[config.mk]
export PLATFORM = sky130hd
export DESIGN_NAME = touch_detect_output_logic
export DESIGN_NICKNAME = d
export VERILOG_FILES = /design/src/touch_pkg.sv /design/src/touch_countdown.sv /design/src/touch_detect_output_logic.sv
export SDC_FILE = /design/constraint.sdc
export NUM_CORES = 1
export LEC_CHECK = 0
export ABC_AREA = 1
export BUFFER_PORTS_ARGS = -buffer_cell sky130_fd_sc_hd__buf_2
export CORE_MARGIN = 10
export CORE_UTILIZATION = 45
export CTS_CLUSTER_DIAMETER = 50
export DETAILED_ROUTE_END_ITERATION = 8
export PLACE_DENSITY = 0.58
export REMOVE_ABC_BUFFERS = 1
export SYNTH_ARGS = -nofsm -noshare
export SYNTH_HDL_FRONTEND = slang
export SYNTH_HIERARCHICAL = 1
export SYNTH_SLANG_ARGS = --single-unit
[constraint.sdc]
create_clock -name core_clk -period 6.4 [get_ports core_clk]
set_clock_uncertainty 0.05 [all_clocks]
set_input_delay 0.32 -clock core_clk [delete_from_list [all_inputs] [get_ports core_clk]]
set_output_delay 0.32 -clock core_clk [all_outputs]
set_load 0.02 [all_outputs]
[src/touch_pkg.sv]
package touch_pkg;

  // ----------------------------------------------------------------
  // arithmetic width and clock
  // ----------------------------------------------------------------
  localparam int SIG_W = 16;
  localparam int CLK_MHZ = 100;
  localparam int CLK_PERIOD_NS = 10;

  // ----------------------------------------------------------------
  // timing, in printed units, and derived cycle counts
  // ----------------------------------------------------------------
  localparam int BURST_MS = 75;
  localparam int CONFIRM_MS = 18;
  localparam int PULSE_MS = 75;
  localparam int TONE_MS = 75;
  localparam int HEALTH_US = 350;
  localparam int TONE_HZ = 4000;
  localparam int SHORT_LIMIT_S = 10;
  localparam int LONG_LIMIT_S = 60;
  localparam int DISCHARGE_NS = 1000;

  localparam int BURST_CYC = BURST_MS * 1000 * CLK_MHZ;
  localparam int CONFIRM_CYC = CONFIRM_MS * 1000 * CLK_MHZ;
  localparam int PULSE_CYC = PULSE_MS * 1000 * CLK_MHZ;
  localparam int TONE_CYC = TONE_MS * 1000 * CLK_MHZ;
  localparam int HEALTH_CYC = HEALTH_US * CLK_MHZ;
  localparam int TONE_HALF_CYC = (CLK_MHZ * 1000000) / (2 * TONE_HZ);
  localparam int DISCHARGE_CYC = DISCHARGE_NS / CLK_PERIOD_NS;
  // limits counted in bursts, so no product overflows 32 bits
  localparam int SHORT_LIMIT_BURSTS = (SHORT_LIMIT_S * 1000) / BURST_MS;
  localparam int LONG_LIMIT_BURSTS = (LONG_LIMIT_S * 1000) / BURST_MS;

  // ----------------------------------------------------------------
  // detection constants
  // ----------------------------------------------------------------
  localparam logic [2:0] INTEG_COUNT = 3'h4;
  localparam logic [15:0] THR_HIGH = 16'h000A;
  localparam logic [15:0] THR_MED = 16'h0014;
  localparam logic [15:0] THR_LOW = 16'h0028;
  localparam int HYST_PCT = 17;
  localparam logic [15:0] DRIFT_UP_STEP = 16'h0001;
  localparam logic [15:0] DRIFT_DOWN_STEP = 16'h0008;
  localparam logic [7:0] DRIFT_UP_DIV = 8'h10;

  typedef enum logic [2:0] {
    MODE_DC10 = 3'b001,
    MODE_DC60 = 3'b010,
    MODE_TOGGLE = 3'b011,
    MODE_PULSE = 3'b100
  } out_mode_e;

  typedef enum logic [1:0] {
    GAIN_HIGH = 2'h0,
    GAIN_MED = 2'h1,
    GAIN_LOW = 2'h2
  } gain_e;

  typedef enum logic [3:0] {
    ST_STRAP = 4'b0001,
    ST_IDLE = 4'b0010,
    ST_HEALTH = 4'b0100,
    ST_BURST = 4'b1000
  } seq_e;

  typedef struct packed {
    logic out_o;
    logic out_oe;
  } out_pin_s;

  typedef struct packed {
    logic a_o;
    logic a_oe;
    logic b_o;
    logic b_oe;
  } sense_drive_s;

endpackage

[src/touch_countdown.sv]
`timescale 1ns/1ns
// loadable down counter; done pulses the cycle it reaches zero
module touch_countdown
  import touch_pkg::*;
#(
  parameter int W = 32
) (
  // clock and reset
  input wire logic core_clk,
  input wire logic resetn,
  // control
  input wire logic load,
  input wire logic [W-1:0] load_val,
  // status
  output logic busy,
  output logic done
);

  logic [W-1:0] cnt_r;

  always_ff @(posedge core_clk or negedge resetn) begin
    if (!resetn) begin
      cnt_r <= '0;
    end else if (load) begin
      cnt_r <= load_val;
    end else if (cnt_r != '0) begin
      cnt_r <= cnt_r - W'(1);
    end
  end

  always_ff @(posedge core_clk or negedge resetn) begin
    if (!resetn) begin
      done <= 1'b0;
    end else begin
      done <= !load && (cnt_r == W'(1));
    end
  end

  assign busy = (cnt_r != '0);

endmodule

[src/touch_detect_output_logic.sv]
`timescale 1ns/1ns
// Contract
// - signal arithmetic in sixteen bits, hysteresis product in 32
// - reference slews toward signal when idle
// - reference frozen while detection holds
// - downward tracking faster than upward
// - threshold is reference plus gain offset
// - release 17 percent of gain offset below threshold
// - on-duration timeout forces full recalibration
// - straps select mode and time limit
// - four consecutive detect bursts activate output
// - bursts every 75ms, confirmations 18ms
// - recalibration at power-up and on on-duration timeout
// - straps sampled once after reset
// - dc mode follows detection, low after timeout
// - toggle inverts per detection, timeout keeps
// - pulse mode gives 75ms high pulse
// - output tristated 350us before each burst
// - output driven low or high otherwise
// - piezo tone 75ms after new detection
// - tone is complementary 4kHz bridge drive
// - sense pins discharged at burst start
// - three gain levels detected at power-up
module touch_detect_output_logic
  import touch_pkg::*;
#(
  parameter int BURST_CYCLES = BURST_CYC,
  parameter int CONFIRM_CYCLES = CONFIRM_CYC,
  parameter int PULSE_CYCLES = PULSE_CYC,
  parameter int TONE_CYCLES = TONE_CYC,
  parameter int HEALTH_CYCLES = HEALTH_CYC,
  parameter int TONE_HALF_CYCLES = TONE_HALF_CYC,
  parameter int DISCHARGE_CYCLES = DISCHARGE_CYC,
  parameter int SHORT_LIMIT = SHORT_LIMIT_BURSTS,
  parameter int LONG_LIMIT = LONG_LIMIT_BURSTS
) (
  // clock and reset
  input wire logic core_clk,
  input wire logic resetn,
  // straps, asynchronous pins
  input wire logic option_strap_a,
  input wire logic option_strap_b,
  input wire logic gain_tied_strap_a,
  input wire logic gain_tied_output,
  // acquisition front end
  input wire logic sample_valid,
  input wire logic [SIG_W-1:0] sample_data,
  output logic burst_start,
  // output pin
  output logic out_o,
  output logic out_oe,
  // sense pins
  output logic sense_pin_a_o,
  output logic sense_pin_a_oe,
  output logic sense_pin_b_o,
  output logic sense_pin_b_oe,
  // status
  output logic detect_active
);

  // ----------------------------------------------------------------
  // pin synchronisers
  // ----------------------------------------------------------------
  logic [3:0] strap_s1_r;
  logic [3:0] strap_s2_r;

  always_ff @(posedge core_clk or negedge resetn) begin
    if (!resetn) begin
      strap_s1_r <= 4'h0;
      strap_s2_r <= 4'h0;
    end else begin
      strap_s1_r <= {option_strap_a, option_strap_b,
                     gain_tied_strap_a, gain_tied_output};
      strap_s2_r <= strap_s1_r;
    end
  end

  // ----------------------------------------------------------------
  // sequencer: strap capture, health window, burst
  // ----------------------------------------------------------------
  seq_e seq_r;
  out_mode_e mode_r;
  gain_e gain_r;
  logic [1:0] strap_wait_r;
  logic timer_load;
  logic [31:0] timer_val;
  logic timer_busy;
  logic timer_done;
  logic fast_r;

  // the second sync stage is valid two edges after release
  always_ff @(posedge core_clk or negedge resetn) begin
    if (!resetn) begin
      strap_wait_r <= 2'h0;
    end else if (strap_wait_r != 2'h3) begin
      strap_wait_r <= strap_wait_r + 2'h1;
    end
  end

  // straps read once; no later input reaches mode or gain
  always_ff @(posedge core_clk or negedge resetn) begin
    if (!resetn) begin
      mode_r <= MODE_TOGGLE;
      gain_r <= GAIN_HIGH;
    end else if (seq_r == ST_STRAP && strap_wait_r == 2'h3) begin
      case (strap_s2_r[3:2])
        2'b11: mode_r <= MODE_DC10;
        2'b10: mode_r <= MODE_DC60;
        2'b00: mode_r <= MODE_TOGGLE;
        default: mode_r <= MODE_PULSE;
      endcase
      if (strap_s2_r[0]) begin
        gain_r <= GAIN_LOW;
      end else if (strap_s2_r[1]) begin
        gain_r <= GAIN_MED;
      end else begin
        gain_r <= GAIN_HIGH;
      end
    end
  end

  always_ff @(posedge core_clk or negedge resetn) begin
    if (!resetn) begin
      seq_r <= ST_STRAP;
    end else begin
      case (seq_r)
        ST_STRAP: if (strap_wait_r == 2'h3) seq_r <= ST_IDLE;
        ST_IDLE: if (timer_done) seq_r <= ST_HEALTH;
        ST_HEALTH: if (timer_done) seq_r <= ST_BURST;
        ST_BURST: if (sample_valid) seq_r <= ST_IDLE;
        default: seq_r <= ST_STRAP;
      endcase
    end
  end

  // idle gap shortened during confirmation, health window subtracted
  always_comb begin
    timer_load = 1'b0;
    timer_val = 32'h0000_0000;
    if (seq_r == ST_STRAP && strap_wait_r == 2'h3) begin
      timer_load = 1'b1;
      timer_val = 32'(BURST_CYCLES - HEALTH_CYCLES);
    end else if (seq_r == ST_IDLE && timer_done) begin
      timer_load = 1'b1;
      timer_val = 32'(HEALTH_CYCLES);
    end else if (seq_r == ST_BURST && sample_valid) begin
      timer_load = 1'b1;
      timer_val = fast_r ? 32'(CONFIRM_CYCLES - HEALTH_CYCLES)
                         : 32'(BURST_CYCLES - HEALTH_CYCLES);
    end
  end

  touch_countdown #(.W(32)) u_seq_timer (
    .core_clk(core_clk),
    .resetn(resetn),
    .load(timer_load),
    .load_val(timer_val),
    .busy(timer_busy),
    .done(timer_done)
  );

  // ----------------------------------------------------------------
  // reference, threshold, hysteresis
  // ----------------------------------------------------------------
  logic [SIG_W-1:0] ref_r;
  logic calibrated_r;
  logic [SIG_W-1:0] offset;
  logic [SIG_W-1:0] thresh;
  logic [SIG_W-1:0] release_lvl;
  logic [SIG_W-1:0] hyst;
  logic [7:0] up_div_r;
  logic raw_det;
  logic state_r;
  logic [2:0] integ_r;
  logic recal;
  logic take;

  assign take = (seq_r == ST_BURST) && sample_valid;

  always_comb begin
    case (gain_r)
      GAIN_HIGH: offset = THR_HIGH;
      GAIN_MED: offset = THR_MED;
      default: offset = THR_LOW;
    endcase
  end

  // 17 percent via a 32 by 32 product, then truncated back to 16 bits
  assign hyst = 16'((32'(offset) * 32'(HYST_PCT)) / 32'd100);
  assign thresh = ref_r + offset;
  assign release_lvl = thresh - hyst;
  assign raw_det = state_r ? (sample_data >= release_lvl)
                           : (sample_data >= thresh);

  // first burst after reset and the on-duration timeout recalibrate
  always_ff @(posedge core_clk or negedge resetn) begin
    if (!resetn) begin
      ref_r <= 16'h0000;
      calibrated_r <= 1'b0;
      up_div_r <= 8'h00;
    end else if (take) begin
      if (!calibrated_r || recal) begin
        ref_r <= sample_data;
        calibrated_r <= 1'b1;
        up_div_r <= 8'h00;
      end else if (!state_r && integ_r == 3'h0) begin
        if (sample_data < ref_r) begin
          ref_r <= (ref_r - sample_data > DRIFT_DOWN_STEP) ?
                   ref_r - DRIFT_DOWN_STEP : sample_data;
        end else if (sample_data > ref_r) begin
          if (up_div_r == DRIFT_UP_DIV - 8'h01) begin
            up_div_r <= 8'h00;
            ref_r <= ref_r + DRIFT_UP_STEP;
          end else begin
            up_div_r <= up_div_r + 8'h01;
          end
        end
      end
    end
  end

  // ----------------------------------------------------------------
  // integrator and detection state
  // ----------------------------------------------------------------
  logic [15:0] dur_r;
  logic [15:0] limit;
  logic new_det;

  assign limit = (mode_r == MODE_DC60) ? 16'(LONG_LIMIT)
                                       : 16'(SHORT_LIMIT);
  assign recal = state_r && (dur_r >= limit);
  assign new_det = take && calibrated_r && !recal && !state_r &&
                   raw_det && (integ_r == INTEG_COUNT - 3'h1);

  always_ff @(posedge core_clk or negedge resetn) begin
    if (!resetn) begin
      integ_r <= 3'h0;
      state_r <= 1'b0;
      fast_r <= 1'b0;
    end else if (take) begin
      if (!calibrated_r || recal) begin
        integ_r <= 3'h0;
        state_r <= 1'b0;
        fast_r <= 1'b0;
      end else if (state_r) begin
        state_r <= raw_det;
        fast_r <= 1'b0;
      end else if (raw_det) begin
        if (integ_r == INTEG_COUNT - 3'h1) begin
          state_r <= 1'b1;
          integ_r <= 3'h0;
          fast_r <= 1'b0;
        end else begin
          integ_r <= integ_r + 3'h1;
          fast_r <= 1'b1;
        end
      end else begin
        integ_r <= 3'h0;
        fast_r <= 1'b0;
      end
    end
  end

  // duration counted in bursts of detection
  always_ff @(posedge core_clk or negedge resetn) begin
    if (!resetn) begin
      dur_r <= 16'h0000;
    end else if (take) begin
      if (!state_r || recal) begin
        dur_r <= 16'h0000;
      end else begin
        dur_r <= dur_r + 16'h0001;
      end
    end
  end

  // ----------------------------------------------------------------
  // output level by mode
  // ----------------------------------------------------------------
  logic level_r;
  logic pulse_busy;

  touch_countdown #(.W(32)) u_pulse_timer (
    .core_clk(core_clk),
    .resetn(resetn),
    .load(new_det && mode_r == MODE_PULSE),
    .load_val(32'(PULSE_CYCLES)),
    .busy(pulse_busy),
    .done()
  );

  always_ff @(posedge core_clk or negedge resetn) begin
    if (!resetn) begin
      level_r <= 1'b0;
    end else begin
      case (mode_r)
        MODE_DC10, MODE_DC60: begin
          if (take) level_r <= !recal && (state_r ?
                               raw_det : new_det);
        end
        MODE_TOGGLE: if (new_det) level_r <= !level_r;
        MODE_PULSE: level_r <= pulse_busy || new_det;
        default: level_r <= 1'b0;
      endcase
    end
  end

  // active drive except during the pre-burst health window
  always_ff @(posedge core_clk or negedge resetn) begin
    if (!resetn) begin
      out_o <= 1'b0;
      out_oe <= 1'b1;
    end else begin
      out_o <= level_r;
      out_oe <= !(seq_r == ST_HEALTH && timer_busy);
    end
  end

  // ----------------------------------------------------------------
  // piezo tone and sense discharge
  // ----------------------------------------------------------------
  logic tone_busy;
  logic half_done;
  logic phase_r;
  logic dis_busy;

  touch_countdown #(.W(32)) u_tone_timer (
    .core_clk(core_clk),
    .resetn(resetn),
    .load(new_det),
    .load_val(32'(TONE_CYCLES)),
    .busy(tone_busy),
    .done()
  );

  // half-period restarts itself while the tone runs
  touch_countdown #(.W(32)) u_half_timer (
    .core_clk(core_clk),
    .resetn(resetn),
    .load(new_det || (half_done && tone_busy)),
    .load_val(32'(TONE_HALF_CYCLES)),
    .busy(),
    .done(half_done)
  );

  always_ff @(posedge core_clk or negedge resetn) begin
    if (!resetn) begin
      phase_r <= 1'b0;
    end else if (new_det) begin
      phase_r <= 1'b0;
    end else if (half_done && tone_busy) begin
      phase_r <= !phase_r;
    end
  end

  touch_countdown #(.W(32)) u_dis_timer (
    .core_clk(core_clk),
    .resetn(resetn),
    .load(seq_r == ST_HEALTH && timer_done),
    .load_val(32'(DISCHARGE_CYCLES)),
    .busy(dis_busy),
    .done()
  );

  // discharge pulls both pins low; tone drives them in antiphase
  always_ff @(posedge core_clk or negedge resetn) begin
    if (!resetn) begin
      sense_pin_a_o <= 1'b0;
      sense_pin_b_o <= 1'b0;
      sense_pin_a_oe <= 1'b0;
      sense_pin_b_oe <= 1'b0;
    end else if (dis_busy) begin
      sense_pin_a_o <= 1'b0;
      sense_pin_b_o <= 1'b0;
      sense_pin_a_oe <= 1'b1;
      sense_pin_b_oe <= 1'b1;
    end else if (tone_busy && seq_r != ST_BURST) begin
      sense_pin_a_o <= phase_r;
      sense_pin_b_o <= !phase_r;
      sense_pin_a_oe <= 1'b1;
      sense_pin_b_oe <= 1'b1;
    end else begin
      sense_pin_a_o <= 1'b0;
      sense_pin_b_o <= 1'b0;
      sense_pin_a_oe <= 1'b0;
      sense_pin_b_oe <= 1'b0;
    end
  end

  always_ff @(posedge core_clk or negedge resetn) begin
    if (!resetn) begin
      burst_start <= 1'b0;
      detect_active <= 1'b0;
    end else begin
      burst_start <= (seq_r == ST_HEALTH) && timer_done;
      detect_active <= state_r;
    end
  end

endmodule

==> results.ini, run 1 <==
[run_status]
outcome = completed

[sta]
setup_repair_after_global_routing_missed_its_margin = no
final-max-slew-violation-count = 0
finalHoldViolCount = 0
postLayoutSetupSlackWorst_ps = 719
period_share_pct = 88.8
setup_violations = 0
worst-slew-pin-transition_ps = 1090
fmax_mhz = 176
slew_headroom_pct = 26.9
hold_ws_ps = 30.2
finalCriticalPeriod_ps = 5680
finalSetupTns_ps = 0

[setup_path]
timing.critical_path.slowest_stage_cell = nor4_2
r2r_setup_slack_ps = 720
timing.critical_path.from_type = flop
cpPeakStageDelay_ps = 430
critical_path.n_buffers_inverters = 3
cell_depth_of_the_worst_flop_to_flop_path = 29
critPathArrivalTime_ps = 6100
critical_path_peak_fanout = 14
r2r_end = u_pulse_timer/cnt_r[15]
cp.required_ps = 6820
delay_heaviest_family_cp = simple AND/OR/NAND/NOR gates
timing.rr.start = gain_r[1]
setup.worst_path.class = flop to flop
critical-path-top-cell-by-count = nand2_1
endpoint_kind = flop

[finish]
final_cell_count_no_fill = 3696
fraction_of_final_layout_cells_sized_beyond_drive_strength_1_pct = 9.79
final_net_count = 3236
num_antenna_cells = 0
final_core_utilization_pct = 51.5
fin_area_sq_um = 21600
filler_cell_count = 4287
syn_to_final_growth_pct = 13.6

[floorplan]
core_area_sq_um = 41900
floorplan.die.width_um = 225
total_die_area_sq_um = 50800
design.portCount = 31
start_util_pct = 45.3
chipHeight_um = 225
floorplan.rows = 75

[grt]
grt_start_max_net_pins = 165
vias_in_the_first_global_route = 16943
grt_first_pass_wirelength_mm = 83.2
overflow = 0
antenna_found_initial = 1
grt_usage_pct = 19.7

[detailed_routing]
drtAntennaViolNets = 0
num_vias = 17794
drc = 0
routedWlPerCell_um = 13.2
number_of_detailed_routing_iterations_run_before_antenna_repair = 5
drt_first_iter_violations = 1071
via_per_inst = 4.81
detail_route.wirelength_mm = 48.9

[synthesis]
yosys_warnings = 6
syn-cell-area_sq_um = 19000
syn_inst = 2945
synth.avg_cell_area_sq_um = 6.44

[cts]
cts.path.max_buffers = 3
clock_sinks = 236
worst_skew_pair.late_latency_ps = 550
cts_htree_levels = 2
tritoncts.num_buffers = 39
cts_tree = yes
post_cts.repair.setup_buffers = 0
cts_root_buffer = clkbuf_16
cts.clk_slew.worst_paths_ps = 50

[place]
globalplace.congestion = 0.895
port-buffer-count = 30
dpl_worst_slack_ps = 406
post-dp-hpwl_mm = 37.0
placed_cells = 3619
placement.cell_area_sq_um = 20200

[min_path]
hold-path-endpoint = seq_r[3]
min_delay_path_depth = 2
min-delay-start = sample_valid
worstHoldPathType = primary input to flop

[power]
comb_power_share_pct = 12.6
seqPwrFrac_pct = 38.3
power.share.switching_pct = 28.8
power_report.internal_total_mw = 3.12
switchingPower_mw = 1.26
final_total_pwr_mw = 4.38
pwr-share-clk_pct = 49.1
powerDensity_nw_per_um2 = 203
power.ir.vdd_worst_mv = 0.172
total_leakage_power_nw = 11.4

[job]
cap_viol_max_count = 0

-- power by group through the flow --
stage | Combinational (mW) | Clock, mW | Sequential [mW]
2_1_floorplan | 0.411 | 0 | 1.68
3_3_place_gp | 0.539 | 0 | 1.70
3_5_place_dp | 0.548 | 0 | 1.71
4_1_cts | 0.555 | 2.22 | 1.68
5_1_grt | 0.648 | 2.28 | 1.69
6_report | 0.551 | 2.15 | 1.68
-- layout make-up --
class / count / area (sq um) / share of cell area [%]
flip-flops and latches: 236 / 5910 / 27.4
inverters: 387 / 1460 / 6.77
repair buffers: 43 / 283 / 1.31
clock inverters: 26 / 289 / 1.34
well taps: 539 / 674 / 3.13
multi-input cells: 2419 / 11900 / 55.2
clock buffers: 46 / 1040 / 4.84
-- layer usage --
| metal | vias up | GRT usage [%] | wire length (um) |
|---|---|---|---|
| li1 | 9405 | - | - |
| met1 | 8039 | 26.5 | 23900 |
| met2 | 294 | 32.4 | 22200 |
| met3 | 56 | 2.54 | 1960 |
| met4 | 0 | 5.34 | 886 |
| met5 | - | 0 | 0 |
-- repair_timing --
item,CTS,global route
hold buffers,5,0
endpoints found under the setup margin,0,93
hold endpoints to repair,75,0
gates resized for setup,0,3
-- state kept, by name, indices dropped and copies added (netlist names), 2 cells and up --
register / count
strap_s2_r: 4
seq_r: 4
u_pulse_timer/cnt_r: 32
ref_r: 16
up_div_r: 8
dur_r: 16
strap_wait_r: 2
u_dis_timer/cnt_r: 32
integ_r: 3
gain_r: 2
strap_s1_r: 4
u_half_timer/cnt_r: 32
mode_r: 3
u_tone_timer/cnt_r: 32
u_seq_timer/cnt_r: 32
-- worst max path at each step --
stage | startpoint | endpoint | slack, ps | cells after the start
floorplan | gain_r[1] | u_pulse_timer/cnt_r[18] | 80 | 29
global placement | gain_r[1] | u_pulse_timer/cnt_r[2] | 640 | 29
detailed placement | gain_r[1] | u_pulse_timer/cnt_r[23] | 410 | 29
CTS | gain_r[1] | u_pulse_timer/cnt_r[26] | 380 | 29
global route | gain_r[0] | u_pulse_timer/cnt_r[15] | 80 | 30
finish | gain_r[1] | u_pulse_timer/cnt_r[15] | 720 | 29
-- layout by cell type (no fill, tap or decap), types with 40 or more instances in the layout --
master     count
conb_1       145
nor2_1       400
clkbuf_16     40
nand4_1       68
xor2_1        77
nand2_1     1028
dfrtp_1      232
inv_1        370
ha_1          84
o21ai_0      103
nand2_2       63
nand3_1      162
nor2_2        45
a21oi_1       77
Power figures use the tool's default switching activity.
==> inputs of run 2 (changes only) <==
--- a/config.mk
+++ b/config.mk
@@ -8,10 +8,10 @@
 export ABC_AREA = 1
 export BUFFER_PORTS_ARGS = -buffer_cell sky130_fd_sc_hd__buf_2
 export CORE_MARGIN = 10
-export CORE_UTILIZATION = 45
+export CORE_UTILIZATION = 65
 export CTS_CLUSTER_DIAMETER = 50
 export DETAILED_ROUTE_END_ITERATION = 8
-export PLACE_DENSITY = 0.58
+export PLACE_DENSITY = 0.8
 export REMOVE_ABC_BUFFERS = 1
 export SYNTH_ARGS = -nofsm -noshare
 export SYNTH_HDL_FRONTEND = slang
==> run 2 against run 1 <==
  * Global-route usage up 7.2 points
  * Non-clock buffer count unchanged
  * Design area down 1.6%
  * First-iteration DRC count up 10%
  * Via count up 4.1%
  * Setup slack worse by 56 ps
  * Power down 4.4%
  * Critical path depth unchanged
  * Register-to-register slack worse by 60 ps
==> results.ini, run 2 (synthesis gave the netlist of run 1 again) <==
[floorplan]
floorplan.rows = 62  ; -17%
floorplan.die.width_um = 191  ; -15%
start_util_pct = 65.9  ; +21 points
chipHeight_um = 191  ; -15%
core_area_sq_um = 28800  ; -31%
design.portCount = 31  ; unchanged
total_die_area_sq_um = 36400  ; -28%

[power]
powerDensity_nw_per_um2 = 198  ; -2.8%
final_total_pwr_mw = 4.19  ; -4.4%
total_leakage_power_nw = 11.4  ; -0.68%
power.ir.vdd_worst_mv = 0.253  ; +47%

[detailed_routing]
num_vias = 18519  ; +4.1%
via_per_inst = 5.24  ; +8.8%
wl_met1_mm = 20.7  ; -13%
top_signal_layer_used = met4
drt_first_iter_violations = 1181  ; +10%
routedWlPerCell_um = 13.7  ; +3.4%
drtAntennaViolNets = 0  ; unchanged
number_of_detailed_routing_iterations_run_before_antenna_repair = 6  ; +1
met3_wl_post_dr_mm = 2.16  ; +10%
detail_route.wirelength_mm = 48.4  ; -1.1%
drc = 0  ; unchanged
total_met2_wirelength_after_detailed_routing_mm = 24.0  ; +8.1%

[run_status]
outcome = completed

[cts]
cts.clk_slew.worst_paths_ps = 60  ; about the same
cts_htree_levels = 2  ; unchanged
cts.path.max_buffers = 3  ; unchanged
cts_root_buffer = clkbuf_16
cts_tree = yes
tritoncts.num_buffers = 37  ; -5.1%
clock_sinks = 236  ; unchanged
post_cts_resized = 0  ; unchanged
worst_skew_pair.late_latency_ps = 510  ; -40 ps

[sta]
setup_repair_after_global_routing_missed_its_margin = yes
setup_violations = 0  ; unchanged
finalHoldViolCount = 0  ; unchanged
fmax_mhz = 174  ; -0.97%
slew_headroom_pct = 28.4  ; +1.5 points
finalCriticalPeriod_ps = 5740  ; +55.6 ps
period_share_pct = 89.6  ; +0.87 points
final-max-slew-violation-count = 0  ; unchanged
worst-slew-pin-transition_ps = 1060  ; -22.6 ps

[setup_path]
cp.required_ps = 6740  ; -80 ps
endpoint_kind = flop
cpPeakStageDelay_ps = 400  ; -30 ps
critical_path_peak_fanout = 35  ; +21
timing.critical_path.slowest_stage_cell = dfrtp_1
critical-path-top-cell-by-count = nand2_1
critPathArrivalTime_ps = 6080  ; -20 ps
timing.critical_path.from_type = flop
setup.worst_path.class = flop to flop

[grt]
grt_usage_pct = 26.9  ; +7.2 points
vias_in_the_first_global_route = 18222  ; +7.5%
overflow = 0  ; unchanged
antenna_found_initial = 0  ; -1
grt_start_max_net_pins = 98  ; -41%
grt_first_pass_wirelength_mm = 83.0  ; -0.26%

[finish]
syn_to_final_growth_pct = 11.7
fraction_of_final_layout_cells_sized_beyond_drive_strength_1_pct = 9.39  ; -0.39 points
layout_common_cells = nand2_1 (1028), nor2_1 (401), inv_1 (370), dfrtp_1 (232), nand3_1 (162)
filler_cell_count = 2457  ; -43%
leading_cell_type_in_the_layout_fill_and_taps_excluded = nand2_1
final_net_count = 3234  ; -0.062%
num_antenna_cells = 0  ; unchanged
fin_area_sq_um = 21200  ; -1.6%

[job]
cap_viol_max_count = 0  ; unchanged

[place]
port-buffer-count = 30  ; unchanged
post-dp-hpwl_mm = 35.7  ; -3.6%
placement.cell_area_sq_um = 19900  ; -1.1%
globalplace.congestion = 0.951  ; +6.2%

[min_path]
worstHoldPathType = primary input to flop

==> run 2: worst paths after layout <==
kind                       depth (start not counted)                      to  slack (ps)      startpoint
hold / removal                                     3                ref_r[7]          90  sample_data[7]
setup reg to reg                                  29  u_pulse_timer/cnt_r[0]         660       gain_r[1]
min in group asynchronous                          2                ref_r[0]         350          resetn
setup / recovery                                  29  u_pulse_timer/cnt_r[0]         660       gain_r[1]
hold reg to reg                                    0           strap_s2_r[2]         290   strap_s1_r[2]
max in group asynchronous                          3   u_dis_timer/cnt_r[21]        4450          resetn
==> run 2: timing repair <==
action / in CTS / in global routing
hold endpoints to repair: 98 / 0
setup endpoints to repair: 0 / 1
buffers inserted: 0 / 0
hold buffers: 6 / 0
==> run 2: area by class of cell <==
class	count	area [sq um]	area share (%)
inverters	387	1460	6.88
clock buffers	48	1020	4.80
flip-flops and latches	236	5910	27.9
multi-input cells	2419	11900	56.0
well taps	384	480	2.27
clock inverters	18	183	0.862
repair buffers	43	273	1.29
==> run 2: worst max-delay path, delay by kind of cell (launching register included) <==
kind,cells,cell delay (ps)
AO/OA/AOI/OAI,4,730
XOR/XNOR,2,360
flip-flops,1,400
buffers and inverters,2,500
AND/OR/NAND/NOR,18,2550
adder cells (fa/ha/maj),3,990
==> run 2: layer usage <==
metal	GRT usage [%]	up-vias
met4	9.39	0
li1	-	9416
met3	2.96	111
met5	0	-
met2	47.8	501
met1	32.9	8491
==> run 2: power by group <==
group | switching, mW | internal [mW]
sequential | 0.0951 | 1.58
clock | 0.763 | 1.19
combinational | 0.371 | 0.194
total | 1.23 | 2.96
==> run 2: through the flow <==
| stage | cells | worst slack, ps | TNS [ps] | utilization (%) | hold slack (ps) |
|---|---|---|---|---|---|
| floorplan | 3042 | 79.6 | 0 | - | -25.6 |
| global placement | 3463 | 916 | 0 | 69.3 | 286 |
| detailed placement | 3463 | 707 | 0 | 69.3 | 288 |
| CTS | 3535 | 701 | 0 | 73.7 | 67.8 |
| global route | 3535 | -3.23 | -3.23 | 73.7 | 93.6 |
| finish | 3535 | 663 | 0 | 73.7 | 85.4 |
==> inputs of run 3 (changes only) <==
--- a/config.mk
+++ b/config.mk
@@ -11,7 +11,7 @@
 export CORE_UTILIZATION = 65
 export CTS_CLUSTER_DIAMETER = 50
 export DETAILED_ROUTE_END_ITERATION = 8
-export PLACE_DENSITY = 0.8
+export PLACE_DENSITY_LB_ADDON = 0.25
 export REMOVE_ABC_BUFFERS = 1
 export SYNTH_ARGS = -nofsm -noshare
 export SYNTH_HDL_FRONTEND = slang
==> run 3 against run 2 <==
  * Power decreased by 4.8%
  * Core utilization is 0.44 points lower
  * Die area is the same
  * Routed wire length decreased by 1.9%
  * Global-route usage fell by 0.85 points
  * Critical path depth is the same
  * Largest cell class unchanged
==> results.ini, run 3 (synthesis gave the netlist of run 1 again) <==
[detailed_routing]
drtAntennaViolNets = 0  ; unchanged
number_of_detailed_routing_iterations_run_before_antenna_repair = 6  ; unchanged
drt_first_iter_violations = 1340  ; +13%
num_vias = 18658  ; +0.75%
via_per_inst = 5.29  ; +0.95%
routedWlPerCell_um = 13.4  ; -1.7%
drc = 0  ; unchanged
detail_route.wirelength_mm = 47.4  ; -1.9%

[finish]
layout_common_cells = nand2_1 (1028), nor2_1 (400), inv_1 (370), dfrtp_1 (232), nand3_1 (162)
leading_cell_type_in_the_layout_fill_and_taps_excluded = nand2_1
num_antenna_cells = 0  ; unchanged
fraction_of_final_layout_cells_sized_beyond_drive_strength_1_pct = 9.41  ; +0.021 points
fin_area_sq_um = 21100  ; -0.60%
final_net_count = 3229  ; -0.15%
syn_to_final_growth_pct = 11.1

[grt]
antenna_found_initial = 0  ; unchanged
grt_first_pass_wirelength_mm = 81.3  ; -2.1%
grt_start_max_net_pins = 112  ; +14%
grt_usage_pct = 26.0  ; -0.85 points
vias_in_the_first_global_route = 17770  ; -2.5%
overflow = 0  ; unchanged

[floorplan]
floorplan.die.width_um = 191  ; unchanged
floorplan.rows = 62  ; unchanged
core_area_sq_um = 28800  ; unchanged
design.portCount = 31  ; unchanged
total_die_area_sq_um = 36400  ; unchanged
start_util_pct = 65.9  ; unchanged
chipHeight_um = 191  ; unchanged

[power]
power.ir.vdd_worst_mv = 0.227  ; -10%
comb_power_share_pct = 14.1  ; +0.6 points
power_report.internal_total_mw = 2.78  ; -6.1%
total_leakage_power_nw = 11.3  ; -0.46%
pwr-share-clk_pct = 43.9  ; -2.6 points
powerDensity_nw_per_um2 = 189  ; -4.2%
seqPwrFrac_pct = 42.0  ; +2.0 points
switchingPower_mw = 1.21  ; -1.4%
power.share.switching_pct = 30.3  ; +1.0 points

[min_path]
min_delay_path_depth = 3  ; unchanged
worstHoldPathType = primary input to flop

[sta]
setup_repair_after_global_routing_missed_its_margin = no
finalHoldViolCount = 0  ; unchanged
final-max-slew-violation-count = 0  ; unchanged
postLayoutSetupSlackWorst_ps = 677  ; +14.1 ps
finalSetupTns_ps = 0  ; unchanged
setup_violations = 0  ; unchanged
slew_headroom_pct = 27.7  ; -0.71 points
worst-slew-pin-transition_ps = 1070  ; +10.5 ps
period_share_pct = 89.4  ; -0.22 points
finalCriticalPeriod_ps = 5720  ; -14.1 ps
fmax_mhz = 175  ; +0.25%

[job]
cap_viol_max_count = 0  ; unchanged

[setup_path]
setup.worst_path.class = flop to flop
cpPeakStageDelay_ps = 420  ; +20 ps
timing.critical_path.slowest_stage_cell = dfrtp_1
critPathArrivalTime_ps = 6160  ; +80 ps
cell_depth_of_the_worst_flop_to_flop_path = 29  ; unchanged
endpoint_kind = flop
cp.required_ps = 6840  ; +100 ps
timing.critical_path.from_type = flop
critical-path-top-cell-by-count = nand2_1
critical_path_peak_fanout = 14  ; -60%

[cts]
cts_tree = yes
cts.path.max_buffers = 3  ; unchanged
post_cts.repair.setup_buffers = 0  ; unchanged
worst_skew_pair.late_latency_ps = 570  ; +60 ps
cts.clk_slew.worst_paths_ps = 70  ; about the same
cts_root_buffer = clkbuf_16
clock_sinks = 236  ; unchanged
tritoncts.num_buffers = 31  ; -16%
cts_htree_levels = 1  ; -1

[place]
port-buffer-count = 30  ; unchanged
dpl_worst_slack_ps = 667  ; -40.3 ps
globalplace.congestion = 1.00  ; +5.5%
placement.cell_area_sq_um = 20000  ; about the same
post-dp-hpwl_mm = 35.9  ; +0.61%

[run_status]
outcome = completed

==> run 3: metrics by stage <==
stage                     cells  utilization, %  power (mW)  hold slack, ps
after CTS                  3528            73.2        4.01            16.9
final                      3528            73.2        3.99            40.9
after global placement     3464            69.3        2.23             283
after floorplan            3042               -        2.09           -25.6
after global routing       3528            73.2        4.18            46.6
after detailed placement   3464            69.3        2.25             291
==> run 3: power groups by stage <==
stage / clock [mW] / combinational, mW / sequential [mW]
floorplan: 0 / 0.411 / 1.68
global placement: 0 / 0.527 / 1.70
detailed placement: 0 / 0.549 / 1.70
CTS: 1.78 / 0.557 / 1.68
global route: 1.84 / 0.650 / 1.69
finish: 1.75 / 0.562 / 1.68
==> run 3: what timing repair did <==
action	in CTS	in global routing
hold buffers	6	0
endpoints found under the setup margin	0	56
endpoints found under the hold margin	111	0
resized for setup	0	1
==> run 3: final cells by class <==
type	count	area, sq um
Multi-Input combinational cell	2419	11900
Fill cell	2504	7700
Sequential cell	236	5910
Inverter	387	1460
Clock buffer	36	835
Tap cell	384	480
Timing Repair Buffer	44	280
Clock inverter	22	229
==> run 3: final timing paths <==
path / start / to / slack [ps]
worst max-delay path: gain_r[1] / u_tone_timer/cnt_r[12] / 680
worst min-delay path: sample_data[10] / ref_r[10] / 40
worst max register to register: gain_r[1] / u_tone_timer/cnt_r[12] / 680
worst min register to register: strap_s1_r[2] / strap_s2_r[2] / 300
max in group asynchronous: resetn / u_seq_timer/done / 4500
min in group asynchronous: resetn / ref_r[14] / 370
==> run 3: per-layer routing <==
metal	vias up	GRT usage, %	wire length, um
met2	555	45.1	23200
met5	-	0	0
met4	0	8.93	1550
met1	8582	33.0	20100
li1	9392	-	-
met3	129	2.78	2630
==> run 3: critical path, delay by kind of cell, from the launching register on <==
family / cells / cell delay, ps
DFF: 1 / 420
buffers and inverters: 4 / 590
AOI/OAI and AO/OA: 3 / 700
adders and majority gates: 3 / 980
xor gates and xnor gates: 2 / 360
and+or+nand+nor: 17 / 2570
